File: src/shared/ddrsq_consts.svh
// timing counts, widths and reset values of the ddr2 command sequencer
`ifndef DDRSQ_CONSTS_SVH
`define DDRSQ_CONSTS_SVH

`define DDRSQ_DQ_W 16
`define DDRSQ_SCHED_DEPTH 16
`define DDRSQ_BANKS 4
`define DDRSQ_BEAT_IDX_W 3
`define DDRSQ_BL4_CLKS 4'h2
`define DDRSQ_BL8_CLKS 4'h4
`define DDRSQ_BL4_LAST 3'h3
`define DDRSQ_BL8_LAST 3'h7
`define DDRSQ_GAP_SAT 4'h8
`define DDRSQ_SRX_RD_CLKS 200
`define DDRSQ_SRX_OTHER_CLKS 16
`define DDRSQ_SYNC_W 26

`endif

File: src/shared/ddrsq_pkg.sv
// types shared by the ddr2 command sequencer
package ddrsq_pkg;
  typedef enum logic [2:0] {
    DDRSQ_ST_RUN = 3'b001,
    DDRSQ_ST_SELFREF = 3'b010,
    DDRSQ_ST_EXIT = 3'b100
  } ddrsq_state_t;
  typedef logic [1:0] ddrsq_bank_t;
endpackage

File: src/hw/ddrsq_sync.sv
// two flip-flop synchroniser for a group of pin inputs
`timescale 1ns/100ps
`default_nettype none
module ddrsq_sync #(
  parameter int W = 1
) (
  // clock, reset, enable
  input wire logic i_core_clk,
  input wire logic i_nrst,
  input wire logic i_ce,
  // pins in, synchronised out
  input wire logic [W-1:0] i_async,
  output logic [W-1:0] o_sync
);
  logic [W-1:0] meta;
  logic [W-1:0] next_meta;
  logic [W-1:0] next_sync;

  // next values: hold while the enable is low
  always_comb begin
    next_meta = i_ce ? i_async : meta;
    next_sync = i_ce ? meta : o_sync;
  end

  // registers, the first stage feeds only the second
  always_ff @(posedge i_core_clk or negedge i_nrst) begin
    if (!i_nrst) begin
      meta <= '0;
      o_sync <= '0;
    end else begin
      meta <= next_meta;
      o_sync <= next_sync;
    end
  end
endmodule
`default_nettype wire

File: src/hw/ddrsq_top.sv
// ddr2 device-side command sequencer: bursts, latencies and self refresh
//
// Overview of operation
// - with four-beat bursts a read is taken every second memory clock and the bursts leave without a gap.
// - with eight-beat bursts a read is taken every fourth memory clock and data leaves without idle beats.
// - back-to-back bursts work for the same or different banks as long as each addressed bank is open.
// - with four-beat bursts a write is taken every second memory clock and data is taken in without a gap.
// - with eight-beat bursts a write is taken every fourth memory clock and bursts are taken back to back.
`include "ddrsq_consts.svh"
`timescale 1ns/100ps
`default_nettype none
module ddrsq_top #(
  parameter int DQ_W = `DDRSQ_DQ_W,
  parameter int SRX_RD_CLKS = `DDRSQ_SRX_RD_CLKS,
  parameter int SRX_OTHER_CLKS = `DDRSQ_SRX_OTHER_CLKS
) (
  // core clock, reset, enable
  input wire logic i_core_clk,
  input wire logic i_nrst,
  input wire logic i_ce,
  // memory link pins
  input wire logic i_link_clk,
  input wire logic i_cke,
  input wire logic i_cs_n,
  input wire logic i_ras_n,
  input wire logic i_cas_n,
  input wire logic i_we_n,
  input wire logic [1:0] i_bank,
  input wire logic i_addr10,
  input wire logic i_termination_control,
  input wire logic [15:0] i_wdata,
  // mode settings from same-domain logic
  input wire logic i_burst_length_8,
  input wire logic [2:0] i_additive_latency,
  input wire logic [2:0] i_column_access_latency,
  // data out and status
  output logic [15:0] o_rdata,
  output logic o_rdata_valid,
  output logic o_dq_oe,
  output logic [15:0] o_wdata,
  output logic o_wdata_valid,
  output logic o_cmd_accept,
  output logic o_cmd_error,
  output logic o_selfref,
  output logic [3:0] o_bank_open,
  output logic o_term_active
);
  localparam int DEPTH = `DDRSQ_SCHED_DEPTH;
  localparam logic [15:0] SRX_RD_W = 16'(SRX_RD_CLKS);
  localparam logic [15:0] SRX_OTHER_W = 16'(SRX_OTHER_CLKS);

  logic [`DDRSQ_SYNC_W-1:0] pins_sync;
  logic s_link, s_cke, s_cs_n, s_ras_n, s_cas_n, s_we_n, s_a10, s_term;
  logic [1:0] s_bank;
  logic [15:0] s_wdata;

  // all pins pass two flip-flops first
  ddrsq_sync #(.W(`DDRSQ_SYNC_W)) u_sync (
    .i_core_clk(i_core_clk),
    .i_nrst(i_nrst),
    .i_ce(i_ce),
    .i_async({i_link_clk, i_cke, i_cs_n, i_ras_n, i_cas_n, i_we_n, i_bank, i_addr10,
              i_termination_control, i_wdata}),
    .o_sync(pins_sync)
  );
  assign {s_link, s_cke, s_cs_n, s_ras_n, s_cas_n, s_we_n, s_bank, s_a10, s_term, s_wdata} = pins_sync;

  ddrsq_pkg::ddrsq_state_t state, next_state;
  logic link_prev;
  logic [DEPTH-1:0] rd_sched, next_rd_sched, wr_sched, next_wr_sched;
  ddrsq_pkg::ddrsq_bank_t rd_bk [DEPTH];
  ddrsq_pkg::ddrsq_bank_t next_rd_bk [DEPTH];
  ddrsq_pkg::ddrsq_bank_t wr_bk [DEPTH];
  ddrsq_pkg::ddrsq_bank_t next_wr_bk [DEPTH];
  logic [2:0] rd_left, next_rd_left, wr_left, next_wr_left;
  logic [2:0] rd_beat, next_rd_beat, wr_beat, next_wr_beat;
  ddrsq_pkg::ddrsq_bank_t rd_bank, next_rd_bank, wr_bank, next_wr_bank;
  logic [3:0] gap, next_gap;
  logic [15:0] srx_cnt, next_srx_cnt;
  logic [15:0] next_rdata, next_wdata;
  logic next_rdata_valid, next_dq_oe, next_wdata_valid, next_cmd_accept, next_cmd_error;
  logic next_selfref, next_term_active;
  logic [3:0] next_bank_open;
  logic [15:0] mem [32];
  logic mem_we;
  logic [4:0] mem_wa;

  logic rise, fall, edge_any, sel, is_act, is_pre, is_rd, is_wr, is_ref;
  logic ok_rd, ok_other, rd_acc, wr_acc, rd_start, wr_start;
  logic [3:0] rl, wl, half;

  // edges of the sampled memory clock and command decode
  always_comb begin
    rise = s_link & ~link_prev;
    fall = ~s_link & link_prev;
    edge_any = rise | fall;
    sel = rise & ~s_cs_n;
    is_act = sel & ~s_ras_n & s_cas_n & s_we_n;
    is_pre = sel & ~s_ras_n & s_cas_n & ~s_we_n;
    is_rd = sel & s_ras_n & ~s_cas_n & s_we_n;
    is_wr = sel & s_ras_n & ~s_cas_n & ~s_we_n;
    is_ref = sel & ~s_ras_n & ~s_cas_n & s_we_n;
    rl = {1'b0, i_additive_latency} + {1'b0, i_column_access_latency};
    wl = rl - 4'h1;
    half = i_burst_length_8 ? `DDRSQ_BL8_CLKS : `DDRSQ_BL4_CLKS;
    ok_rd = (state == ddrsq_pkg::DDRSQ_ST_RUN) || (state == ddrsq_pkg::DDRSQ_ST_EXIT && srx_cnt >= SRX_RD_W);
    ok_other = (state == ddrsq_pkg::DDRSQ_ST_RUN) ||
               (state == ddrsq_pkg::DDRSQ_ST_EXIT && srx_cnt >= SRX_OTHER_W);
    rd_acc = is_rd && ok_rd && o_bank_open[s_bank] && gap >= half;
    wr_acc = is_wr && ok_other && o_bank_open[s_bank] && gap >= half;
    rd_start = rise & rd_sched[0];
    wr_start = rise & wr_sched[0];
  end

  // next state of commands, schedules, bursts and self refresh
  always_comb begin
    next_state = state;
    next_rd_sched = rd_sched;
    next_wr_sched = wr_sched;
    next_rd_bk = rd_bk;
    next_wr_bk = wr_bk;
    next_gap = gap;
    next_srx_cnt = srx_cnt;
    next_bank_open = o_bank_open;
    next_cmd_accept = 1'b0;
    next_cmd_error = 1'b0;
    next_rd_left = rd_left;
    next_rd_beat = rd_beat;
    next_rd_bank = rd_bank;
    next_wr_left = wr_left;
    next_wr_beat = wr_beat;
    next_wr_bank = wr_bank;
    next_rdata = o_rdata;
    next_rdata_valid = 1'b0;
    next_dq_oe = o_dq_oe;
    next_wdata = o_wdata;
    next_wdata_valid = 1'b0;
    mem_we = 1'b0;
    mem_wa = 5'h00;
    if (rise) begin
      // shift schedules one memory clock toward their start
      next_rd_sched = {1'b0, rd_sched[DEPTH-1:1]};
      next_wr_sched = {1'b0, wr_sched[DEPTH-1:1]};
      for (int i = 0; i < DEPTH - 1; i++) begin
        next_rd_bk[i] = rd_bk[i+1];
        next_wr_bk[i] = wr_bk[i+1];
      end
      next_gap = (gap >= `DDRSQ_GAP_SAT) ? gap : gap + 4'h1;
      if (state == ddrsq_pkg::DDRSQ_ST_EXIT) begin
        next_srx_cnt = (srx_cnt == 16'hFFFF) ? srx_cnt : srx_cnt + 16'h0001;
      end
    end
    case (state)
      ddrsq_pkg::DDRSQ_ST_RUN, ddrsq_pkg::DDRSQ_ST_EXIT: begin
        if (state == ddrsq_pkg::DDRSQ_ST_EXIT && srx_cnt >= SRX_RD_W && srx_cnt >= SRX_OTHER_W) begin
          next_state = ddrsq_pkg::DDRSQ_ST_RUN;
        end
        if (rd_acc) begin
          next_rd_sched[rl[3:0] - 4'h1] = 1'b1;
          next_rd_bk[rl[3:0] - 4'h1] = s_bank;
          next_gap = 4'h1;
          next_cmd_accept = 1'b1;
        end else if (wr_acc) begin
          next_wr_sched[wl - 4'h1] = 1'b1;
          next_wr_bk[wl - 4'h1] = s_bank;
          next_gap = 4'h1;
          next_cmd_accept = 1'b1;
        end else if ((is_act || is_pre || is_ref) && ok_other) begin
          next_cmd_accept = 1'b1;
          if (is_act) begin
            next_cmd_error = o_bank_open[s_bank];
            next_bank_open[s_bank] = 1'b1;
          end else if (is_pre) begin
            next_bank_open = s_a10 ? 4'h0 : (o_bank_open & ~(4'h1 << s_bank));
          end else if (!s_cke) begin
            // self refresh entry, flagged if banks open or termination on
            next_cmd_error = (o_bank_open != 4'h0) || s_term;
            next_bank_open = 4'h0;
            next_state = ddrsq_pkg::DDRSQ_ST_SELFREF;
          end
        end else if (is_rd || is_wr || is_act || is_pre || is_ref) begin
          next_cmd_error = 1'b1;
        end
      end
      ddrsq_pkg::DDRSQ_ST_SELFREF: begin
        if (rise && s_cke) begin
          next_state = ddrsq_pkg::DDRSQ_ST_EXIT;
          next_srx_cnt = 16'h0000;
        end
      end
      default: next_state = ddrsq_pkg::DDRSQ_ST_RUN;
    endcase
    // read burst engine, one beat per memory clock edge
    if (rd_start) begin
      next_rd_left = i_burst_length_8 ? `DDRSQ_BL8_LAST : `DDRSQ_BL4_LAST;
      next_rd_beat = 3'h1;
      next_rd_bank = rd_bk[0];
      next_rdata = mem[{rd_bk[0], 3'h0}];
      next_rdata_valid = 1'b1;
      next_dq_oe = 1'b1;
    end else if (edge_any && rd_left != 3'h0) begin
      next_rd_left = rd_left - 3'h1;
      next_rd_beat = rd_beat + 3'h1;
      next_rdata = mem[{rd_bank, rd_beat}];
      next_rdata_valid = 1'b1;
    end else if (edge_any) begin
      next_dq_oe = 1'b0;
    end
    // write burst engine, stores each beat
    if (wr_start) begin
      next_wr_left = i_burst_length_8 ? `DDRSQ_BL8_LAST : `DDRSQ_BL4_LAST;
      next_wr_beat = 3'h1;
      next_wr_bank = wr_bk[0];
      mem_we = 1'b1;
      mem_wa = {wr_bk[0], 3'h0};
      next_wdata = s_wdata;
      next_wdata_valid = 1'b1;
    end else if (edge_any && wr_left != 3'h0) begin
      next_wr_left = wr_left - 3'h1;
      next_wr_beat = wr_beat + 3'h1;
      mem_we = 1'b1;
      mem_wa = {wr_bank, wr_beat};
      next_wdata = s_wdata;
      next_wdata_valid = 1'b1;
    end
    next_selfref = (next_state == ddrsq_pkg::DDRSQ_ST_SELFREF);
    next_term_active = s_term && (next_state == ddrsq_pkg::DDRSQ_ST_RUN);
  end

  // registers, frozen while the enable is low
  always_ff @(posedge i_core_clk or negedge i_nrst) begin
    if (!i_nrst) begin
      state <= ddrsq_pkg::DDRSQ_ST_RUN;
      link_prev <= 1'b0;
      rd_sched <= '0;
      wr_sched <= '0;
      for (int i = 0; i < DEPTH; i++) begin
        rd_bk[i] <= 2'h0;
        wr_bk[i] <= 2'h0;
      end
      rd_left <= 3'h0;
      rd_beat <= 3'h0;
      rd_bank <= 2'h0;
      wr_left <= 3'h0;
      wr_beat <= 3'h0;
      wr_bank <= 2'h0;
      gap <= `DDRSQ_GAP_SAT;
      srx_cnt <= 16'h0000;
      o_rdata <= 16'h0000;
      o_rdata_valid <= 1'b0;
      o_dq_oe <= 1'b0;
      o_wdata <= 16'h0000;
      o_wdata_valid <= 1'b0;
      o_cmd_accept <= 1'b0;
      o_cmd_error <= 1'b0;
      o_selfref <= 1'b0;
      o_bank_open <= 4'h0;
      o_term_active <= 1'b0;
    end else if (i_ce) begin
      state <= next_state;
      link_prev <= s_link;
      rd_sched <= next_rd_sched;
      wr_sched <= next_wr_sched;
      rd_bk <= next_rd_bk;
      wr_bk <= next_wr_bk;
      rd_left <= next_rd_left;
      rd_beat <= next_rd_beat;
      rd_bank <= next_rd_bank;
      wr_left <= next_wr_left;
      wr_beat <= next_wr_beat;
      wr_bank <= next_wr_bank;
      gap <= next_gap;
      srx_cnt <= next_srx_cnt;
      o_rdata <= next_rdata;
      o_rdata_valid <= next_rdata_valid;
      o_dq_oe <= next_dq_oe;
      o_wdata <= next_wdata;
      o_wdata_valid <= next_wdata_valid;
      o_cmd_accept <= next_cmd_accept;
      o_cmd_error <= next_cmd_error;
      o_selfref <= next_selfref;
      o_bank_open <= next_bank_open;
      o_term_active <= next_term_active;
    end
  end

  // data storage, no reset needed
  always_ff @(posedge i_core_clk) begin
    if (i_ce && mem_we) begin
      mem[mem_wa] <= s_wdata;
    end
  end
endmodule
`default_nettype wire

File: config.mk
export PLATFORM = sky130hd
export DESIGN_NAME = ddrsq_top
export DESIGN_NICKNAME = d
export VERILOG_FILES = /design/src/shared/ddrsq_pkg.sv /design/src/hw/ddrsq_sync.sv /design/src/hw/ddrsq_top.sv
export VERILOG_INCLUDE_DIRS = /design/src /design/src/shared
export SDC_FILE = /design/constraint.sdc
export NUM_CORES = 1
export LEC_CHECK = 0
export ABC_AREA = 1
export ABC_CLOCK_PERIOD_IN_PS = 2700
export BUFFER_PORTS_ARGS = -buffer_cell sky130_fd_sc_hd__buf_4
export CAP_MARGIN = 20
export CORE_AREA = 8 8 256 319
export CTS_CLUSTER_SIZE = 10
export DETAILED_ROUTE_END_ITERATION = 6
export DIE_AREA = 0 0 264 327
export GPL_ROUTABILITY_DRIVEN = 0
export SLEW_MARGIN = 20
export SYNTH_ARGS = -nofsm -noshare
export SYNTH_HDL_FRONTEND = slang
export SYNTH_HIERARCHICAL = 1
export SYNTH_SLANG_ARGS = --single-unit
File: constraint.sdc
create_clock -name i_core_clk -period 2.7 [get_ports i_core_clk]
set_clock_uncertainty 0.15 [all_clocks]
set_input_delay 0.54 -clock i_core_clk [delete_from_list [all_inputs] [get_ports i_core_clk]]
set_output_delay 0.54 -clock i_core_clk [all_outputs]
set_load 0.02 [all_outputs]
# Word-level counts from Yosys, hierarchy flattened
# Memory sizes are Yosys's and may differ from the RTL's.
# Cells that the tools add are included.
# classes
add_sub_neg	9
multipliers	0
div_mod_pow	0
order_cmp	14
n_eq_ne	8
n_shift	1
mux	88
n_bitwise	31
n_reduce_logical	44
# op_table
op	count
16-bit 2-to-1 mux	16
32-bit 2-to-1 mux	5
32-bit bitwise mux	2
30-bit 2-to-1 mux	2
3-bit 2-to-1 mux	18
4-bit 2-to-1 mux	9
16-bit bitwise OR	2
1-bit 2-to-1 mux	25
1-bit logical AND	20
16-bit by 1-bit adder with 16-bit output, second input constant	1
2-bit demux with 4-bit select	2
16-bit equality test, second input constant	1
16-bit by 5-bit greater-or-equal comparator with 1-bit output, second input constant	1
16-bit by 8-bit greater-or-equal comparator with 1-bit output, second input constant	1
1-bit bitwise AND	15
5-bit greater-or-equal comparator, second input constant	2
4-bit by 5-bit less-than comparator with 1-bit output, second input constant	2
5-bit by 1-bit less-than comparator with 1-bit output, second input constant	2
5-bit 2-to-1 mux	2
4-bit NOT with 5-bit output	2
1-bit logical OR	9
1-bit demux with 4-bit select	2
4-bit by 1-bit greater-or-equal comparator with 1-bit output, second input constant	2
1-bit NOT	8
31 further kinds	44
# word_totals
register_bits	231
latch_bits	0
mem_bits_rw	512
rom_bits	0
memories	1
# mem_list
name	depth	word_bits	read_ports	rd_clocked_by_memory_dff	wr	line_no	rtl
mem	32	16	2	0	1	ddrsq_top.sv:84	logic [15:0] mem [32];

# Logic depth before layout (Yosys ltp)
# Gate-level depths: netlist (run 1).
# logic_depth
word_depth	15
depth_mapped	17
depth_no_buf	16

# Hierarchy
# Netlist (run 1), hierarchy kept.
# modules_own_cells
mod	instances	cells_per_inst	area_each_um2
ddrsq_top	1	3765	32886.5
ddrsq_sync	1	220	2000.7

# Least setup slack after synthesis (run 1)
# Ideal clock, no wire load.
# synth_path
path_type	reg2reg
from	reg u_sync.o_sync[25]
to	mem mem[26][0], enable pin
setup_ps	389
t_arrival_ps	2312
required_time_ps	2161
setup_slack_ps	-151
path_stages_with_launch	8
path_buffers	1
synth_period_minus_slack_ps	2851
path_cell_list	dfrtp_1 > ha_1 > buf_4 > nand2_1 > nand2_1 > o21ai_0 > nand3_1 > nor2_1
# synth_via
elab_chain_len	9
elab_cells_between_ends	13
cone_classes	mux (6); bitwise (5); reduce/logical (2)
# synth_lines
element	line_no	rtl
start, declared	ddrsq_sync.sv:13	output logic [W-1:0] o_sync
start signal, assigned	ddrsq_sync.sv:32	o_sync <= next_sync;
1-bit NOT	ddrsq_top.sv:95	fall = ~s_link & link_prev;
1-bit bitwise AND	ddrsq_top.sv:95	
1-bit bitwise OR	ddrsq_top.sv:96	edge_any = rise | fall;
1-bit logical AND	ddrsq_top.sv:218	end else if (edge_any && wr_left != 3'h0) begin
1-bit 2-to-1 mux	ddrsq_top.sv:218	
1-bit 2-to-1 mux	ddrsq_top.sv:210	if (wr_start) begin
1-bit logical AND	ddrsq_top.sv:289	if (i_ce && mem_we) begin
1-bit 2-to-1 mux	ddrsq_top.sv:289	
1-bit 2-to-1 mux (implied by the code)	ddrsq_top.sv:290	mem[mem_wa] <= s_wdata;
end, declared	ddrsq_top.sv:84	
# Several ways; a longest one is shown, not always the timed one.

# Worst setup path in the final report (run 1)
# layout_path
from	reg wr_left[0]
to	mem mem[30][10], enable pin
# layout_via
elab_chain_len	7
elab_cells_between_ends	9
cone_classes	mux (6); reduce/logical (3)
# layout_lines
element	line_no	rtl
start, declared	ddrsq_top.sv:75	logic [2:0] rd_left, next_rd_left, wr_left, next_wr_left;
start signal, assigned	ddrsq_top.sv:269	wr_left <= next_wr_left;
3-bit nonzero test *	ddrsq_top.sv:218	
1-bit logical AND *	ddrsq_top.sv:218	
1-bit 2-to-1 mux	ddrsq_top.sv:218	
1-bit 2-to-1 mux	ddrsq_top.sv:210	
1-bit logical AND	ddrsq_top.sv:289	
1-bit 2-to-1 mux	ddrsq_top.sv:289	
1-bit 2-to-1 mux (implied by the code)	ddrsq_top.sv:290	
# Every way passes the cells marked *; elsewhere a longest branch is shown, timed or not.

==> flow_metrics.env, run 1 <==
export IMPL_outcome="finished clean"
export IMPL_ios=79
export IMPL_busiest_layer="met2"
export IMPL_layout_common_cells="nand2_1 (1762), edfxtp_1 (512), nand3_1 (429), inv_1 (265), dfrtp_1 (226)"
export IMPL_drv_cap=0
export IMPL_fp_row_count=114
export IMPL_post_route_period_util_pct=97.43
export IMPL_finalHoldViolCount=0
export IMPL_final_area_mm2=0.04055
export IMPL_antenna_found_initial=0
export IMPL_setup_viol=0
export IMPL_synth_distinct_cells=43
export IMPL_p_per_area_mw_per_mm2=847.3
export IMPL_grt_max_degree=132
export IMPL_coreArea_mm2=0.07674
export IMPL_use_met2_pct=40.93
export IMPL_via_count=27180
export IMPL_numCtsBuffers=84
export IMPL_insertion_delay_ns=0.65
export IMPL_cp_arrival_ns=2.81
export IMPL_max_freq_mhz=380.1
export IMPL_cts_root_buf="clkbuf_16"
export IMPL_grt_overflow_total=0
export IMPL_final_common_cell="nand2_1"
export IMPL_die_area_mm2=0.08633
export IMPL_layout_drive_gt1_share_pct=9.776
export IMPL_fillers=7031
export IMPL_required_ns=2.88
export IMPL_dp_hpwl_um=62780
export IMPL_grt_pass1_wl_um=155200
export IMPL_critPathMaxFanout=16
export IMPL_hold_path_class="primary input to flop"
export IMPL_track_usage_pct=22.99
export IMPL_slowest_stage="dfrtp_1"
export IMPL_syn_area_mm2=0.03489
export IMPL_grt_pass1_vias=26670
export IMPL_syn_avg_cell_area_um2=8.755
export IMPL_clock_path_buffers=3
export IMPL_detail_route_wl_per_cell_um=19.41
export IMPL_worst_setup_path_start_kind="flop"
export IMPL_yosysSeqAreaShare_pct=60.65
export IMPL_endpoint_kind="flop"
export IMPL_rsz0062_at_grt="true"
export IMPL_cts_tree="done"
export IMPL_seqCellArea_mm2=0.02117
export IMPL_multiInputGateArea_mm2=0.01164
export IMPL_tightest_slew_ns=0.7300
export IMPL_critPathKind="flop to flop"
export IMPL_fp_dieW_um=264
export IMPL_synth_area_leaders="edfxtp_1 (44%), nand2_1 (19%), dfrtp_1 (16%)"
export IMPL_peakVddDrop_mv=0.6776
export IMPL_use_met3_pct=2.491
export IMPL_power_leakage_nw=18.37
export IMPL_vias_per_cell=5.247
export IMPL_slew_headroom_pct=51.33
export IMPL_yosys_warnings=6
export IMPL_clk_pin_slew_ns=0.06
export IMPL_dr_pass1_iters=5
export IMPL_synth_top_area_share_pct=44.07
export IMPL_io_buffers=78
export IMPL_synth_seq_cells=743
export IMPL_hold_ws_ns=0.09583
export IMPL_fin_crit_ns=2.631
export IMPL_ant_nets=0
export IMPL_synthesis_nets=4039
export IMPL_reg2reg_slack_ns=0.07
export IMPL_areaGrowthSynthToFinish_pct=16.24
export IMPL_drc=0
export IMPL_cp_cell_sequence="inv_1 -> ha_1 -> ha_1 -> nor2_1 -> nand2_1 -> o21ai_0 -> buf_4 -> nand3_1 -> nor2_1 -> buf_12"
export IMPL_place_area_mm2=0.03789
export IMPL_htree_levels=3
export IMPL_drt_wl_total_um=100500
export IMPL_critPathMaxStageDelay_ns=0.33
export IMPL_start_util_pct=45.46
export IMPL_syn_instance_count=3985
export IMPL_fp_dieH_um=327
export IMPL_drtIter0Drc=2245
export IMPL_synth_area_leader_cell="edfxtp_1"
export IMPL_grt_met1_usage_pct=28.11
export IMPL_final_max_slew_viol_count=0
export IMPL_nNetsFinal=4202
export IMPL_antennaDiodeCount=0
export IMPL_cts_sinks=743
## report_power, final
part	internal (mW)	leakage (nW)	switching, mW
clock	5.84	1.15	4.52
sequential	13.1	7.55	0.626
combinational	3.29	9.68	6.94
## layout make-up
type | instances | share of cell area, %
Multi-Input combinational cell | 2742 | 28.71
Clock inverter | 6 | 0.2653
Tap cell | 986 | 3.042
Clock buffer | 126 | 5.649
Timing Repair Buffer | 297 | 7.507
Sequential cell | 743 | 52.20
Inverter | 280 | 2.632
## cell families (layout without fill, tap and decap cells)
family          Yosys count  in the layout  synth area share, %
fa+ha+maj                18             18               0.6671
xor+xnor                  6              6               0.1506
compound gates          311            311                4.641
flops                   743            743                60.65
simple gates           2407           2407                27.80
buf+inv                 500            709                6.093
## stage by stage
stage | power (mW) | setup WS (ns) | setup TNS [ns] | util (%) | std cells
2_1_floorplan | 20.22 | -0.1508 | -52.62 | - | 3985
3_3_place_gp | 24.14 | -0.2729 | -18.46 | 49.38 | 5022
3_5_place_dp | 24.22 | -0.2785 | -19.91 | 49.38 | 5022
4_1_cts | 34.63 | 0.02239 | 0 | 52.84 | 5180
5_1_grt | 36.14 | -0.03817 | -0.9251 | 52.84 | 5180
6_report | 34.36 | 0.06943 | 0 | 52.84 | 5180
## path summary, 6_finish.rpt
check | startpoint | depth (start not counted) | to
setup / recovery | wr_left[0]$_DFFE_PN0P_ | 10 | mem[30][10]$_DFFE_PP_
hold / removal | i_burst_length_8 | 3 | rd_left[2]$_DFFE_PN0P_
setup reg to reg | wr_left[0]$_DFFE_PN0P_ | 10 | mem[30][10]$_DFFE_PP_
hold reg to reg | u_sync/meta[16]$_DFFE_PN0P_ | 2 | u_sync/meta[16]$_DFFE_PN0P_
max in group asynchronous | i_nrst | 3 | u_sync/o_sync[0]$_DFFE_PN0P_
min in group asynchronous | i_nrst | 2 | wr_sched[1]$_DFFE_PN0P_
## synth_stat cells (all sizes together)
cell	n
fa	1
inv	274
nor4	1
or2	2
dfstp	2
o22ai	5
xor2	6
dfrtp	229
nor3b	1
ha	17
o31ai	7
buf	130
a31oi	3
edfxtp	512
a211oi	1
a41oi	1
clkinv	6
o21ai	182
o211ai	7
o21a	1
nand3b	1
a21oi	103
nor3	7
nand2	1769
nand4	8
nand3	429
clkbuf	90
o21ba	1
nor2	189
## routing by layer
| layer | vias to the layer above | routed length, µm |
|---|---|---|
| met5 | - | 0 |
| met2 | 813 | 50970 |
| met1 | 12950 | 40220 |
| li1 | 13230 | - |
| met3 | 186 | 5113 |
| met4 | 0 | 4227 |
## sequential cells by signal, indices dropped and copies added, names as in the netlist, 2 cells and up, named ones only
signal / cells
mem: 512
rd_bk: 30
wr_bk: 30
u_sync/meta: 26
u_sync/o_sync: 26
o_rdata: 16
o_wdata: 16
rd_sched: 16
srx_cnt: 16
wr_sched: 16
gap: 4
o_bank_open: 4
rd_beat: 3
rd_left: 3
state: 3
wr_beat: 3
wr_left: 3
rd_bank: 2
wr_bank: 2
## critical path: cells and delay by family, from the launching register on
kind,cells,cell delay (ns)
DFF,1,0.33
adders and majority gates,2,0.41
and+or+nand+nor,4,0.83
buffers and inverters,3,0.45
AOI/OAI and AO/OA,1,0.16
## what timing repair did
action	4_1_cts	5_1_grt
resized for setup	0	1
hold buffers	26	0
setup endpoints to repair	0	91
hold endpoints to repair	217	0
buffers inserted	0	0
(Power assumes the default switching activity.)
==> run 2, diff against run 1 <==
--- a/config.mk
+++ b/config.mk
@@ -10,10 +10,10 @@
 export ABC_CLOCK_PERIOD_IN_PS = 2700
 export BUFFER_PORTS_ARGS = -buffer_cell sky130_fd_sc_hd__buf_4
 export CAP_MARGIN = 20
-export CORE_AREA = 8 8 256 319
+export CORE_AREA = 8 8 261 313
 export CTS_CLUSTER_SIZE = 10
 export DETAILED_ROUTE_END_ITERATION = 6
-export DIE_AREA = 0 0 264 327
+export DIE_AREA = 0 0 269 321
 export GPL_ROUTABILITY_DRIVEN = 0
 export SLEW_MARGIN = 20
 export SYNTH_ARGS = -nofsm -noshare
==> flow_metrics.env, run 2 (same netlist as run 1, synthesis figures left out) <==
export IMPL_die_area_mm2=0.08635
export IMPL_finalHoldViolCount=0
export IMPL_final_max_slew_viol_count=0
export IMPL_via_count=27230
export IMPL_vias_per_cell=5.231
export IMPL_clk_pin_slew_ns=0.06
export IMPL_rsz0062_at_grt="true"
export IMPL_switching_share_pct=34.90
export IMPL_slew_headroom_pct=34.33
export IMPL_final_area_mm2=0.04049
export IMPL_cts_tree="done"
export IMPL_cts_sinks=743
export IMPL_top_register="mem"
export IMPL_cp_cell_sequence="inv_1 -> ha_1 -> ha_1 -> nor2_1 -> nand2_1 -> o21ai_2 -> nand3_1 -> buf_4 -> nor2_1 -> buf_12"
export IMPL_antenna_found_initial=1
export IMPL_numCtsBuffers=85
export IMPL_largest_reg_flops=512
export IMPL_max_freq_mhz=387.9
export IMPL_ios=79
export IMPL_track_usage_pct=22.86
export IMPL_fin_crit_ns=2.578
export IMPL_coreArea_mm2=0.07693
export IMPL_cp_arrival_ns=2.76
export IMPL_endpoint_kind="flop"
export IMPL_grt_overflow_total=0
export IMPL_areaGrowthSynthToFinish_pct=16.06
export IMPL_io_buffers=78
export IMPL_p_per_area_mw_per_mm2=850.7
export IMPL_final_common_cell="nand2_1"
export IMPL_drt_wl_total_um=98810
export IMPL_layout_drive_gt1_share_pct=9.289
export IMPL_critPathKind="flop to flop"
export IMPL_p_clk_share_pct=30.5
export IMPL_reg2reg_from="wr_left[0]$_DFFE_PN0P_"
export IMPL_comb_power_share_pct=29.7
export IMPL_post_route_period_util_pct=95.49
export IMPL_hold_ws_ns=0.03525
export IMPL_tightest_slew_ns=0.9839
export IMPL_detail_route_wl_per_cell_um=18.98
export IMPL_grt_pass1_wl_um=153300
export IMPL_required_ns=2.88
export IMPL_critPathMaxFanout=16
export IMPL_hold_start="i_link_clk"
export IMPL_fp_dieH_um=321
export IMPL_grt_pass1_vias=26530
export IMPL_outcome="finished clean"
export IMPL_dr_pass1_iters=5
export IMPL_reg_top3="mem: 512 flops, rd_bk: 30 flops, wr_bk: 30 flops"
export IMPL_slowest_stage="dfrtp_1"
export IMPL_worst_setup_path_start_kind="flop"
export IMPL_cts_root_buf="clkbuf_16"
export IMPL_peakVddDrop_mv=0.7817
export IMPL_setup_viol=0
export IMPL_critPathLaunch="wr_left[0]$_DFFE_PN0P_"
export IMPL_fillers=7005
export IMPL_fp_dieW_um=269
export IMPL_nNetsFinal=4177
export IMPL_critPathMaxStageDelay_ns=0.33
export IMPL_drtIter0Drc=2472
export IMPL_place_area_mm2=0.03777
export IMPL_ant_nets=0
export IMPL_insertion_delay_ns=0.64
export IMPL_dp_hpwl_um=60740
export IMPL_hold_path_class="primary input to flop"
export IMPL_fp_row_count=112
export IMPL_power_leakage_nw=18.28
export IMPL_seqPwrFrac_pct=39.9
export IMPL_start_util_pct=45.35
export IMPL_p_sw_mw=12.02
export IMPL_drv_cap=0
export IMPL_htree_levels=3
export IMPL_intPower_mw=22.42
export IMPL_drc=0
export IMPL_grt_max_degree=119
export IMPL_clock_path_buffers=3
export IMPL_layout_common_cells="nand2_1 (1762), edfxtp_1 (512), nand3_1 (428), inv_1 (265), dfrtp_1 (226)"
==> run 2: changes by cell type in the layout (fill, tap and decap cells not counted), moves of 3 or more <==
cell | before | now
clkbuf_16 | 85 | 88
diode_2 | 0 | 3
clkbuf_1 | 40 | 45
buf_4 | 210 | 182
==> run 2: power groups by stage <==
stage	Sequential, mW	Clock, mW	Combinational, mW
2_1_floorplan	14.1	0	6.08
3_3_place_gp	13.9	0	10.1
3_5_place_dp	13.9	0	10.2
4_1_cts	13.7	10.7	10.3
5_1_grt	13.8	11.1	11.3
6_report	13.7	10.5	10.2
==> run 2: metrics by stage <==
| stage | cells | TNS, ns | util (%) | setup WS (ns) | power, mW |
|---|---|---|---|---|---|
| after detailed placement | 5036 | -30.25 | 49.09 | -0.3845 | 24.19 |
| final | 5206 | 0 | 52.63 | 0.1218 | 34.44 |
| after global routing | 5203 | -0.03968 | 52.62 | -0.005888 | 36.28 |
| after global placement | 5036 | -26.49 | 49.09 | -0.3515 | 24.08 |
| after CTS | 5203 | 0 | 52.61 | 0.1016 | 34.74 |
| after floorplan | 3985 | -52.62 | - | -0.1508 | 20.22 |
==> run 2: critical path: cells and delay by family, from the launching register on <==
kind	cells	cell delay (ns)
and+or+nand+nor	4	0.61
adders and majority gates	2	0.40
DFF	1	0.33
buffers and inverters	3	0.45
AOI/OAI and AO/OA	1	0.31
==> run 2: final timing paths <==
check                                                 to  slack (ns)  cells past startpoint
max                                 mem[14][5]$_DFFE_PP_        0.12                     10
min                          u_sync/meta[25]$_DFFE_PN0P_        0.04                      3
max reg2reg                         mem[14][5]$_DFFE_PP_        0.12                     10
min reg2reg                   u_sync/meta[8]$_DFFE_PN0P_        0.32                      2
max in group asynchronous  u_sync/o_sync[11]$_DFFE_PN0P_        1.57                      3
min in group asynchronous          rd_bk[21]$_DFFE_PN0P_        0.32                      3
==> run 2: metal layers <==
| metal | up-vias | GRT usage (%) | part of all wire (%) |
|---|---|---|---|
| li1 | 13210 | - | - |
| met1 | 13010 | 28.23 | 40 |
| met2 | 773 | 39.56 | 50 |
| met3 | 241 | 2.934 | 5.1 |
| met4 | 0 | 10.53 | 4.6 |
| met5 | - | 0 | 0 |
==> run 2: repair_timing <==
| item | in CTS | in global routing |
|---|---|---|
| hold buffers | 26 | 0 |
| setup buffers | 0 | 0 |
| endpoints found under the setup margin | 46 | 18 |
| cloned | 0 | 0 |
| resized for setup | 1 | 2 |
| endpoints found under the hold margin | 254 | 0 |
==> run 2: area by class of cell <==
cell class	count	area [µm²]	area share [%]
Multi-Input combinational cell	2742	11650	28.77
Timing Repair Buffer	271	2874	7.098
Clock inverter	7	55.05	0.1360
Tap cell	1026	1284	3.171
Antenna cell	3	7.507	0.01854
Sequential cell	743	21170	52.28
Clock buffer	134	2385	5.890
Inverter	280	1067	2.636
